[src/rtw_pkg.sv]
// Shared constants for the contactless tag link write-word block
package rtw_pkg;

   // Carrier-period timing of the link
   localparam int RTW_BIT_PERIODS = 32;
   localparam int RTW_HALF_PERIODS = 16;
   localparam int RTW_PATT_PERIODS = 160;
   localparam int RTW_PROG_PERIODS = 3072;
   localparam int RTW_PATT_CHIPS = RTW_PATT_PERIODS / RTW_HALF_PERIODS;

   // Field cut seen: bit counter realigns to this carrier index
   localparam logic [4:0] RTW_RESYNC_CNT = 5'h04;

   // Frame layout of a write-word command
   localparam int RTW_CMD_BITS = 4;
   localparam int RTW_BLOCK_BITS = 5;
   localparam int RTW_WR_BITS = 30;
   localparam int RTW_ADDR_W = 4;
   localparam int RTW_DATA_W = 16;

   // Write-word command code (three code bits)
   localparam logic [2:0] RTW_CMD_WRITE = 3'h5;

   // Status patterns as ten 16-period chips, first chip in the MSB
   localparam logic [9:0] RTW_PAT_LISTEN = 10'h060;
   localparam logic [9:0] RTW_PAT_ACK = 10'h38a;
   localparam logic [9:0] RTW_PAT_NAK = 10'h3b8;

   // Transmit symbol: bit 1 set means Manchester data bit, else raw chip
   localparam int RTW_SYM_W = 2;
   localparam int RTW_FIFO_DEPTH = 8;

endpackage : rtw_pkg

[src/rtw_stream_if.sv]
// Valid/ready stream carrying transmit symbols between the block's modules
`timescale 1ns/1ns
interface rtw_stream_if #(parameter int WIDTH = 2);
   logic valid;
   logic ready;
   logic [WIDTH-1:0] data;

   modport src (output valid, output data, input ready);
   modport snk (input valid, input data, output ready);
endinterface : rtw_stream_if

[src/rtw_link.sv]
// Transponder link top: standby windows, receive entry, write-word command
`timescale 1ns/1ns

// Behaviour
// Address is 4 bits plus even parity
// Four data blocks, 4 bits plus even parity
// Final block: column parities then a zero
// All checks pass: acknowledge, then program EEPROM
// Programming done: send a second acknowledge
// Failed parity or guard: no-acknowledge, standby
// Corrupt frame may return silently to standby
// Hold reset until supply good, with hysteresis
// Sequencing timed by recovered carrier clock
// Reader tolerates one clock drift per bit
// Outgoing data bits are Manchester encoded
// Status patterns unlike any Manchester bit stream
// Receive entry accepted only during listen window
// Reader sends zero in window's modulated phase
// First zero stops window; second zero enters receive
// Each received bit spans 32 carrier periods
// Modulator on first 16 clocks of bit
// Reader sends one by leaving field on
// Reader sends zero by cutting field early
// Reader cuts field between clocks 1 and 16
// Reader inserts zeros regularly for resync
// Standby repeats 160-period listen windows
// Write allowed only with guard bits one, zero
// Command is 3 bits plus even parity
// Column parity is even across data blocks
module rtw_link (
   // Clock and reset
   input wire logic sys_clk_i,
   input wire logic rst_i,
   // Recovered carrier and demodulated field envelope
   input wire logic carrier_clk_i,
   input wire logic field_on_i,
   // Supply monitor comparators
   input wire logic supply_on_i,
   input wire logic supply_hold_i,
   // Write-guard bits from memory
   input wire logic write_guard_upper_i,
   input wire logic write_guard_lower_i,
   // Load modulator
   output logic mod_o,
   // EEPROM programming port
   output logic ee_we_o,
   output logic [rtw_pkg::RTW_ADDR_W-1:0] ee_addr_o,
   output logic [rtw_pkg::RTW_DATA_W-1:0] ee_data_o
);
   import rtw_pkg::*;

   typedef enum logic [3:0] {
      RTW_ST_LIW, RTW_ST_SYNC, RTW_ST_CMD, RTW_ST_DATA, RTW_ST_CHECK,
      RTW_ST_ACK1, RTW_ST_PROG, RTW_ST_ACK2, RTW_ST_NAK
   } rtw_state_t;

   ////////////////////////////////////////////////////////////////////////////
   // Helpers

   // Even parity holds when the block has an even count of ones
   function automatic logic rtw_even_ok(input logic [4:0] blk);
      rtw_even_ok = ~^blk;
   endfunction : rtw_even_ok

   // Status pattern to play in a given state
   function automatic logic [9:0] rtw_pattern(input rtw_state_t st);
      unique case (st)
         RTW_ST_ACK1, RTW_ST_ACK2: rtw_pattern = RTW_PAT_ACK;
         RTW_ST_NAK: rtw_pattern = RTW_PAT_NAK;
         default: rtw_pattern = RTW_PAT_LISTEN;
      endcase
   endfunction : rtw_pattern

   ////////////////////////////////////////////////////////////////////////////
   // Input synchronisers

   logic [2:0] clk_sync_reg;
   logic [2:0] field_sync_reg;
   logic [1:0] son_sync_reg;
   logic [1:0] shold_sync_reg;
   logic tick;
   logic field_fall;

   // Two flops per carrier, field and supply input, third stage for edge finding
   always_ff @(posedge sys_clk_i)
   begin
      if (rst_i)
      begin
         clk_sync_reg <= 3'h0;
         field_sync_reg <= 3'h7;
         son_sync_reg <= 2'h0;
         shold_sync_reg <= 2'h0;
      end
      else
      begin
         clk_sync_reg <= {clk_sync_reg[1:0], carrier_clk_i};
         field_sync_reg <= {field_sync_reg[1:0], field_on_i};
         son_sync_reg <= {son_sync_reg[0], supply_on_i};
         shold_sync_reg <= {shold_sync_reg[0], supply_hold_i};
      end
   end

   // One enable per carrier period
   assign tick = clk_sync_reg[1] && !clk_sync_reg[2];
   assign field_fall = !field_sync_reg[1] && field_sync_reg[2];

   ////////////////////////////////////////////////////////////////////////////
   // Power-on hold with hysteresis

   logic run_reg;
   logic lrst;

   // Start above the upper level, stop only below the lower one
   always_ff @(posedge sys_clk_i)
   begin
      if (rst_i)
      begin
         run_reg <= 1'b0;
      end
      else if (son_sync_reg[1])
      begin
         run_reg <= 1'b1;
      end
      else if (!shold_sync_reg[1])
      begin
         run_reg <= 1'b0;
      end
   end

   assign lrst = rst_i || !run_reg;

   ////////////////////////////////////////////////////////////////////////////
   // Transmit path: pattern pusher, FIFO, modulator driver

   rtw_stream_if #(.WIDTH(RTW_SYM_W)) push_s ();
   rtw_stream_if #(.WIDTH(RTW_SYM_W)) pop_s ();

   rtw_state_t state_reg;
   logic [3:0] push_cnt_reg;
   logic flush_reg;
   logic tx_mod;
   logic tx_idle;
   logic pushing;
   logic drained;
   logic [9:0] pat;

   assign pat = rtw_pattern(state_reg);
   assign pushing = (state_reg == RTW_ST_LIW) || (state_reg == RTW_ST_ACK1) ||
                    (state_reg == RTW_ST_ACK2) || (state_reg == RTW_ST_NAK);
   assign push_s.valid = pushing && (push_cnt_reg < 4'(RTW_PATT_CHIPS)) && !flush_reg;
   // Raw chips only, with runs that Manchester data never shows
   assign push_s.data = {1'b0, pat[4'(RTW_PATT_CHIPS - 1) - push_cnt_reg]};
   assign drained = (push_cnt_reg == 4'(RTW_PATT_CHIPS)) && !pop_s.valid && tx_idle;

   rtw_fifo #(.WIDTH(RTW_SYM_W), .DEPTH(RTW_FIFO_DEPTH)) u_fifo (
      .sys_clk_i(sys_clk_i),
      .rst_i(lrst),
      .flush_i(flush_reg),
      .in_s(push_s),
      .out_s(pop_s)
   );

   rtw_modtx u_tx (
      .sys_clk_i(sys_clk_i),
      .rst_i(lrst),
      .flush_i(flush_reg),
      .tick_i(tick),
      .sym_s(pop_s),
      .mod_o(tx_mod),
      .idle_o(tx_idle)
   );

   ////////////////////////////////////////////////////////////////////////////
   // Receive bit timing

   logic [4:0] bit_cnt_reg;
   logic zero_seen_reg;
   logic bit_end;
   logic bit_val;
   logic rx_active;
   logic liw_entry;

   assign rx_active = (state_reg == RTW_ST_SYNC) || (state_reg == RTW_ST_CMD) ||
                      (state_reg == RTW_ST_DATA);
   // Zero only counts while the window's modulated phase plays
   assign liw_entry = (state_reg == RTW_ST_LIW) && tx_mod && field_fall;
   assign bit_end = rx_active && tick && !field_fall &&
                    (bit_cnt_reg == 5'(RTW_BIT_PERIODS - 1));
   assign bit_val = !zero_seen_reg;

   // Field cut realigns the frame and marks the bit as zero
   always_ff @(posedge sys_clk_i)
   begin
      if (lrst)
      begin
         bit_cnt_reg <= 5'h00;
         zero_seen_reg <= 1'b0;
      end
      else if (liw_entry || (rx_active && field_fall))
      begin
         bit_cnt_reg <= RTW_RESYNC_CNT;
         zero_seen_reg <= 1'b1;
      end
      else if (bit_end)
      begin
         bit_cnt_reg <= 5'h00;
         zero_seen_reg <= 1'b0;
      end
      else if (rx_active && tick)
      begin
         bit_cnt_reg <= bit_cnt_reg + 5'h01;
      end
   end

   ////////////////////////////////////////////////////////////////////////////
   // Command and frame assembly

   logic [RTW_CMD_BITS-1:0] cmd_reg;
   logic [RTW_WR_BITS-1:0] wr_reg;
   logic [4:0] nbits_reg;
   logic [3:0] blk_d [4];
   logic [4:0] blk_a;
   logic [4:0] blk_c;
   logic row_ok;
   logic col_ok;
   logic guard_ok;
   logic cmd_ok;

   // First received bit ends up in the MSB
   always_comb
   begin
      blk_a = wr_reg[29:25];
      blk_c = wr_reg[4:0];
      for (int i = 0; i < 4; i++)
      begin
         blk_d[i] = wr_reg[24 - 5 * i -: 4];
      end
   end

   assign row_ok = rtw_even_ok(blk_a) && rtw_even_ok(wr_reg[24:20]) &&
                   rtw_even_ok(wr_reg[19:15]) && rtw_even_ok(wr_reg[14:10]) &&
                   rtw_even_ok(wr_reg[9:5]);
   assign col_ok = ((blk_d[0] ^ blk_d[1] ^ blk_d[2] ^ blk_d[3]) == blk_c[4:1]);
   assign guard_ok = write_guard_upper_i && !write_guard_lower_i;
   assign cmd_ok = (^{cmd_reg[2:0], bit_val} == 1'b0) && (cmd_reg[2:0] == RTW_CMD_WRITE);

   // Shift in command and frame bits
   always_ff @(posedge sys_clk_i)
   begin
      if (lrst)
      begin
         cmd_reg <= '0;
         wr_reg <= '0;
      end
      else if (bit_end && (state_reg == RTW_ST_CMD))
      begin
         cmd_reg <= {cmd_reg[2:0], bit_val};
      end
      else if (bit_end && (state_reg == RTW_ST_DATA))
      begin
         wr_reg <= {wr_reg[RTW_WR_BITS-2:0], bit_val};
      end
   end

   ////////////////////////////////////////////////////////////////////////////
   // Main sequencer

   logic [11:0] prog_cnt_reg;
   logic prog_done;

   assign prog_done = tick && (prog_cnt_reg == 12'(RTW_PROG_PERIODS - 1));

   // Link state flow
   always_ff @(posedge sys_clk_i)
   begin
      if (lrst)
      begin
         state_reg <= RTW_ST_LIW;
         nbits_reg <= 5'h00;
      end
      else
      begin
         unique case (state_reg)
            RTW_ST_LIW:
               if (liw_entry)
               begin
                  nbits_reg <= 5'h00;
                  state_reg <= RTW_ST_SYNC;
               end
            RTW_ST_SYNC:
               // First frame is the entry zero itself; judge the one after it
               if (bit_end && (nbits_reg == 5'h00))
               begin
                  nbits_reg <= 5'h01;
               end
               else if (bit_end)
               begin
                  nbits_reg <= 5'h00;
                  state_reg <= bit_val ? RTW_ST_LIW : RTW_ST_CMD;
               end
            RTW_ST_CMD:
               if (bit_end)
               begin
                  nbits_reg <= nbits_reg + 5'h01;
                  if (nbits_reg == 5'(RTW_CMD_BITS - 1))
                  begin
                     nbits_reg <= 5'h00;
                     state_reg <= cmd_ok ? RTW_ST_DATA : RTW_ST_LIW;
                  end
               end
            RTW_ST_DATA:
               if (bit_end)
               begin
                  nbits_reg <= nbits_reg + 5'h01;
                  if (nbits_reg == 5'(RTW_WR_BITS - 1))
                  begin
                     state_reg <= RTW_ST_CHECK;
                  end
               end
            RTW_ST_CHECK:
               if (blk_c[0])
               begin
                  state_reg <= RTW_ST_LIW;
               end
               else if (row_ok && col_ok && guard_ok)
               begin
                  state_reg <= RTW_ST_ACK1;
               end
               else
               begin
                  state_reg <= RTW_ST_NAK;
               end
            RTW_ST_ACK1:
               if (drained)
               begin
                  state_reg <= RTW_ST_PROG;
               end
            RTW_ST_PROG:
               if (prog_done)
               begin
                  state_reg <= RTW_ST_ACK2;
               end
            RTW_ST_ACK2, RTW_ST_NAK:
               if (drained)
               begin
                  state_reg <= RTW_ST_LIW;
               end
         endcase
      end
   end

   // Chip pusher: windows loop, other patterns play once
   always_ff @(posedge sys_clk_i)
   begin
      if (lrst || (pushing && drained) || liw_entry)
      begin
         push_cnt_reg <= 4'h0;
      end
      else if (push_s.valid && push_s.ready)
      begin
         if ((state_reg == RTW_ST_LIW) && (push_cnt_reg == 4'(RTW_PATT_CHIPS - 1)))
         begin
            push_cnt_reg <= 4'h0;
         end
         else
         begin
            push_cnt_reg <= push_cnt_reg + 4'h1;
         end
      end
   end

   // Abort the window at once on the first zero
   always_ff @(posedge sys_clk_i)
   begin
      if (lrst)
      begin
         flush_reg <= 1'b0;
      end
      else
      begin
         flush_reg <= liw_entry;
      end
   end

   ////////////////////////////////////////////////////////////////////////////
   // EEPROM programming and output registers

   // Programming time counted in carrier periods
   always_ff @(posedge sys_clk_i)
   begin
      if (lrst || (state_reg != RTW_ST_PROG))
      begin
         prog_cnt_reg <= 12'h000;
      end
      else if (tick)
      begin
         prog_cnt_reg <= prog_cnt_reg + 12'h001;
      end
   end

   // Write strobe held for the whole programming time
   always_ff @(posedge sys_clk_i)
   begin
      if (lrst)
      begin
         ee_we_o <= 1'b0;
         ee_addr_o <= '0;
         ee_data_o <= '0;
      end
      else
      begin
         ee_we_o <= (state_reg == RTW_ST_PROG) && !prog_done;
         if (state_reg == RTW_ST_ACK1)
         begin
            ee_addr_o <= blk_a[4:1];
            ee_data_o <= {blk_d[0], blk_d[1], blk_d[2], blk_d[3]};
         end
      end
   end

   // Modulator: bit-frame loading while receiving, patterns otherwise
   always_ff @(posedge sys_clk_i)
   begin
      if (lrst)
      begin
         mod_o <= 1'b0;
      end
      else if (rx_active)
      begin
         mod_o <= (bit_cnt_reg < 5'(RTW_HALF_PERIODS));
      end
      else
      begin
         mod_o <= tx_mod;
      end
   end

endmodule : rtw_link

[src/rtw_fifo.sv]
// Symbol FIFO between the pattern sequencer and the modulator driver
`timescale 1ns/1ns
module rtw_fifo #(
   parameter int WIDTH = rtw_pkg::RTW_SYM_W,
   parameter int DEPTH = rtw_pkg::RTW_FIFO_DEPTH
) (
   // Clock and reset
   input wire logic sys_clk_i,
   input wire logic rst_i,
   input wire logic flush_i,
   // Streams
   rtw_stream_if.snk in_s,
   rtw_stream_if.src out_s
);
   import rtw_pkg::*;

   localparam int AW = $clog2(DEPTH);

   if (DEPTH < 2 || (DEPTH & (DEPTH - 1)) != 0)
   begin : g_chk
      $error("rtw_fifo depth must be a power of two of at least 2");
   end

   logic [WIDTH-1:0] mem_reg [DEPTH];
   logic [AW:0] wr_ptr_reg;
   logic [AW:0] rd_ptr_reg;
   logic full;
   logic empty;

   // Honest flags from pointer comparison
   assign empty = (wr_ptr_reg == rd_ptr_reg);
   assign full = (wr_ptr_reg[AW] != rd_ptr_reg[AW]) && (wr_ptr_reg[AW-1:0] == rd_ptr_reg[AW-1:0]);
   assign in_s.ready = !full;
   assign out_s.valid = !empty;
   assign out_s.data = mem_reg[rd_ptr_reg[AW-1:0]];

   // Storage write
   always_ff @(posedge sys_clk_i)
   begin
      if (in_s.valid && !full)
      begin
         mem_reg[wr_ptr_reg[AW-1:0]] <= in_s.data;
      end
   end

   // Pointers, cleared by reset or flush
   always_ff @(posedge sys_clk_i)
   begin
      if (rst_i || flush_i)
      begin
         wr_ptr_reg <= '0;
         rd_ptr_reg <= '0;
      end
      else
      begin
         if (in_s.valid && !full)
         begin
            wr_ptr_reg <= wr_ptr_reg + 1'b1;
         end
         if (out_s.ready && !empty)
         begin
            rd_ptr_reg <= rd_ptr_reg + 1'b1;
         end
      end
   end

endmodule : rtw_fifo

[src/rtw_modtx.sv]
// Modulator driver: plays raw chips and Manchester data bits per carrier tick
`timescale 1ns/1ns
module rtw_modtx (
   // Clock and reset
   input wire logic sys_clk_i,
   input wire logic rst_i,
   input wire logic flush_i,
   // Carrier period enable
   input wire logic tick_i,
   // Symbol stream
   rtw_stream_if.snk sym_s,
   // Modulator state
   output logic mod_o,
   output logic idle_o
);
   import rtw_pkg::*;

   logic busy_reg;
   logic mod_reg;
   logic second_reg;
   logic [3:0] cnt_reg;
   logic chip_end;

   // Chip ends after sixteen carrier periods
   assign chip_end = busy_reg && tick_i && (cnt_reg == 4'(RTW_HALF_PERIODS - 1));
   assign sym_s.ready = !second_reg && (!busy_reg || chip_end);
   assign mod_o = mod_reg;
   assign idle_o = !busy_reg;

   // Chip sequencing; a data bit becomes chip then its inverse
   always_ff @(posedge sys_clk_i)
   begin
      if (rst_i || flush_i)
      begin
         busy_reg <= 1'b0;
         mod_reg <= 1'b0;
         second_reg <= 1'b0;
         cnt_reg <= 4'h0;
      end
      else if (sym_s.valid && sym_s.ready)
      begin
         busy_reg <= 1'b1;
         cnt_reg <= 4'h0;
         mod_reg <= sym_s.data[0];
         second_reg <= sym_s.data[1];
      end
      else if (chip_end)
      begin
         cnt_reg <= 4'h0;
         if (second_reg)
         begin
            mod_reg <= ~mod_reg;
            second_reg <= 1'b0;
         end
         else
         begin
            busy_reg <= 1'b0;
            mod_reg <= 1'b0;
         end
      end
      else if (busy_reg && tick_i)
      begin
         cnt_reg <= cnt_reg + 4'h1;
      end
   end

endmodule : rtw_modtx

[config.mk]
export PLATFORM = sky130hd
export DESIGN_NAME = rtw_link
export DESIGN_NICKNAME = d
export VERILOG_FILES = /design/src/rtw_pkg.sv /design/src/rtw_stream_if.sv /design/src/rtw_link.sv /design/src/rtw_fifo.sv /design/src/rtw_modtx.sv
export SDC_FILE = /design/constraint.sdc
export NUM_CORES = 1
export LEC_CHECK = 0
export BUFFER_PORTS_ARGS = -buffer_cell sky130_fd_sc_hd__buf_2
export CORE_ASPECT_RATIO = 2
export CORE_MARGIN = 2
export CORE_UTILIZATION = 40
export DETAILED_ROUTE_END_ITERATION = 7
export PLACE_DENSITY = 0.66
export SLEW_MARGIN = 20
export SYNTH_ARGS = -nofsm -noshare
export SYNTH_HDL_FRONTEND = slang
export SYNTH_SLANG_ARGS = --single-unit
[constraint.sdc]
create_clock -name sys_clk_i -period 2 [get_ports sys_clk_i]
set_input_delay 0.1 -clock sys_clk_i [delete_from_list [all_inputs] [get_ports sys_clk_i]]
set_output_delay 0.1 -clock sys_clk_i [all_outputs]
set_load 0.005 [all_outputs]
==> metrics.txt <==
Worst Hold Class=in -> reg; Setup crit end kind=flop; post-synth top area share=0.418; Layout Nets=753; fin worst setup slack=-94.3 ps; Via density=around 5.3; first-pass GRT wire length=22500 µm; routability-driven placement congestion ratio=around 0.85; # diodes=0; fin crit period=2090 ps; total number of H-tree levels=4; RSZ-0062 raised after global routing=yes; iteration-0 DRC count of the detailed router=approximately 240; Synth Area in Simple Gates=0.228; Syn-to-layout area delta=34.3%; skew final=6.73 ps; start point of the worst hold path=write_guard_lower_i; placed insts=~850; Initial DRT Pass Iterations=4; share of cells above drive strength 1=0.273; largest net degree at the start of global routing=between 50 and 60; maximum fanout along the worst path=3; ys async rst share=0; Core Area=13400 µm²; Max Root-Sink Buffers=2; LEAKAGE=between 2 and 3 nW; die area=~15000 µm²; main combinational cell family by area after synthesis=simple AND/OR/NAND/NOR gates; CTS clock-pin slew for the worst setup and hold paths=around 60 ps; final instance area=approximately 7400 µm²; CP arrival=2430 ps; crit share post-route=1.05; num rows=60; Post-synth EDFFs=8; Clock Latency Late Sink=410 ps; Clock Sinks=roughly 120; hpwl dp=9390 µm; DRC Markers=0; Least-Margin Pin Slew=between 400 and 500 ps; gr ovfl total=0; vias in the first global route=4877; Mean Syn Cell Area=between 8 and 9 µm²; Hold Fails Final Rpt=0; Peak VDD IR=roughly 770 µV; Synth Instances=~630; die width=approximately 87 µm; Post-Synth Adder-Cell Area=0.0318; hold path cells=5; CTS tree=yes; status=finished, violations left; WL/cell=around 15 µm; slowest CP cell=xnor3_1; worst relative slew slack=0.692; Seq/Total Area, Yosys=0.461; Die Y=~170 µm; number of top-level pins=30; Starting Density=0.410; Synth Area in Compound Gates=0.121; FF-to-FF End=state_reg[0]; Post-Place Worst Slack=-132 ps; violated checks=setup timing; PortBufs=29; ordered list of cells on the worst path=xnor3_1 -> xnor2_2 -> nor4_2 -> buf_4 -> o2111ai_4 -> o21ai_2 -> nor2_1 -> a211oi_2; max-slew violation count=0; reg2reg setup slack=-90 ps; Pwr Density=817 nW/µm²; Synth Area in XOR/XNOR=0.105; DP Area=6340 µm²; Mapped Nets=between 600 and 700; Total Power=just over 0.006 W; FF+latch count, synth=around 120; multiplexer area fraction after synthesis=0.0211; cell taking the most area after synthesis=dfxtp_1; R2R cell count=8; Routed WL=approximately 14000 µm; CTS buffer count=17; CTS root buffer=clkbuf_16; mapped cell area=~5500 µm²; max-cap violations=0; GRT Overall Usage=0.192; predominant post-synthesis flop cell=dfxtp_1; synth warn=0; Worst R2R Start=wr_reg[21]; hold path endpoint=state_reg[3]; final cell count without fillers=899; Setup Viol. Count Final=2; crit start category=flop; total number of vias=4726; Max Fclk=~0.48 GHz; Netlist cell types=52; Data required, critical path=between 2000 and 2500 ps; remaining antenna violation count=0; Largest register FFs=30; critical path's largest stage delay=approximately 440 ps; Crit Path Category=reg -> reg; synth top area cells=dfxtp_1, nand2_1, a21oi_1, edfxtp_1, xnor2_1; antenna violations before repair=0
-- worst max path at each step --
stage | start | endpoint
global route | wr_reg[21] | state_reg[0]
global placement | wr_reg[11] | state_reg[0]
floorplan | state_reg[1] | u_fifo.mem_reg[5]
CTS | wr_reg[15] | state_reg[0]
detailed placement | wr_reg[11] | state_reg[0]
finish | wr_reg[21] | state_reg[0]
-- area by class of cell --
type                    instances  area [µm²]
fillers                      1119        6030
inverters                      12        45.0
repair buffers                113         880
multi-input cells             464        3050
flip-flops and latches        123        2560
clock inverters                12         208
well taps                     155         194
clock buffers                  20         468
-- critical path, delay by kind of cell (launching register included) --
family	cells	cell delay [ps]
flops	1	350
buf+inv	1	180
compound gates	3	460
simple gates	2	420
xor+xnor	2	600
-- synth_stat cells (2+ instances only) --
cell / n
o2111ai_1: 2
and2_1: 2
a31oi_1: 2
nor4_1: 2
nor2b_1: 14
o21a_1: 3
a211oi_1: 3
clkbuf_1: 24
xnor3_1: 7
buf_4: 2
or4_1: 3
a21oi_1: 73
xnor2_1: 24
ha_1: 14
nor3_1: 10
nand4_1: 8
edfxtp_1: 8
mux4_2: 2
nand3_1: 13
and3_1: 5
dfxtp_1: 115
nor3b_1: 6
o22ai_1: 3
nand2b_1: 8
inv_1: 12
o21ai_0: 16
o211ai_1: 2
nand4b_1: 3
mux2i_1: 6
or3_1: 4
nand2_1: 131
nor2_1: 54
a22o_1: 2
xor2_1: 24
buf_2: 3
or2_2: 3
-- power by group --
group	leakage (nW)	internal (W)	total, W	switching [W]
registers	1.02	0.00248	0.00249	0.00000461
clock network	0.331	0.00234	0.00350	0.00116
logic	1.37	0.0000350	0.0000694	0.0000344
total	2.72	0.00485	0.00605	0.00120
-- stage by stage --
stage          utilization  hold slack, ps  setup TNS (ps)
2_1_floorplan            -             172           -68.7
3_3_place_gp         0.472             283            -116
3_5_place_dp         0.472             295            -268
4_1_cts              0.529             160           -40.7
5_1_grt              0.551             188            -811
6_report             0.551             176            -120
-- logic make-up (layout without fill, tap and decap cells) --
group / count (synthesis) / count (layout)
AOI/OAI and AO/OA: 114 / 114
DFF: 123 / 123
buffers and inverters: 42 / 157
and+or+nand+nor: 272 / 272
adders and majority gates: 14 / 14
xor gates and xnor gates: 55 / 55
muxes: 9 / 9
-- placed cells by master, fill, tap and decap left out, types with 3 or more instances in the layout --
| cell type | instances |
|---|---|
| nand2_1 | 128 |
| dfxtp_1 | 103 |
| a21oi_1 | 72 |
| buf_4 | 71 |
| nor2_1 | 50 |
| buf_2 | 29 |
| xnor2_1 | 23 |
| xor2_1 | 21 |
| clkbuf_16 | 20 |
| o21ai_0 | 15 |
| inv_1 | 12 |
| nor2b_1 | 12 |
| ha_1 | 11 |
| dfxtp_2 | 11 |
| nand3_1 | 10 |
| nand4_1 | 8 |
| edfxtp_1 | 8 |
| nor3_1 | 7 |
| xnor3_1 | 7 |
| nand2b_1 | 6 |
| mux2i_1 | 6 |
| dlygate4sd3_1 | 6 |
| bufinv_16 | 5 |
| nor3b_2 | 4 |
| nor3_2 | 4 |
| and3_1 | 4 |
| buf_12 | 4 |
| xor2_2 | 3 |
| o21a_1 | 3 |
| nand2_2 | 3 |
| nand3_2 | 3 |
| or2_2 | 3 |
| nand4b_1 | 3 |
| or3_1 | 3 |
| or4_1 | 3 |
| inv_6 | 3 |
| clkinv_4 | 3 |
-- layer usage --
metal,GRT usage,share of wire
met1,0.181,0.35
met2,0.382,0.60
met3,0.0378,0.021
met4,0.0781,0.026
met5,0,0
-- repair_timing --
| action | CTS | global route |
|---|---|---|
| resized for setup | 7 | 48 |
| endpoints found under the hold margin | 7 | 0 |
| endpoints found under the setup margin | 17 | 60 |
| hold buffers | 6 | 0 |
| setup buffers | 1 | 5 |
| cloned | 0 | 2 |
| pin swaps | 5 | 18 |
No activity file was read; power rests on OpenSTA's default activity.
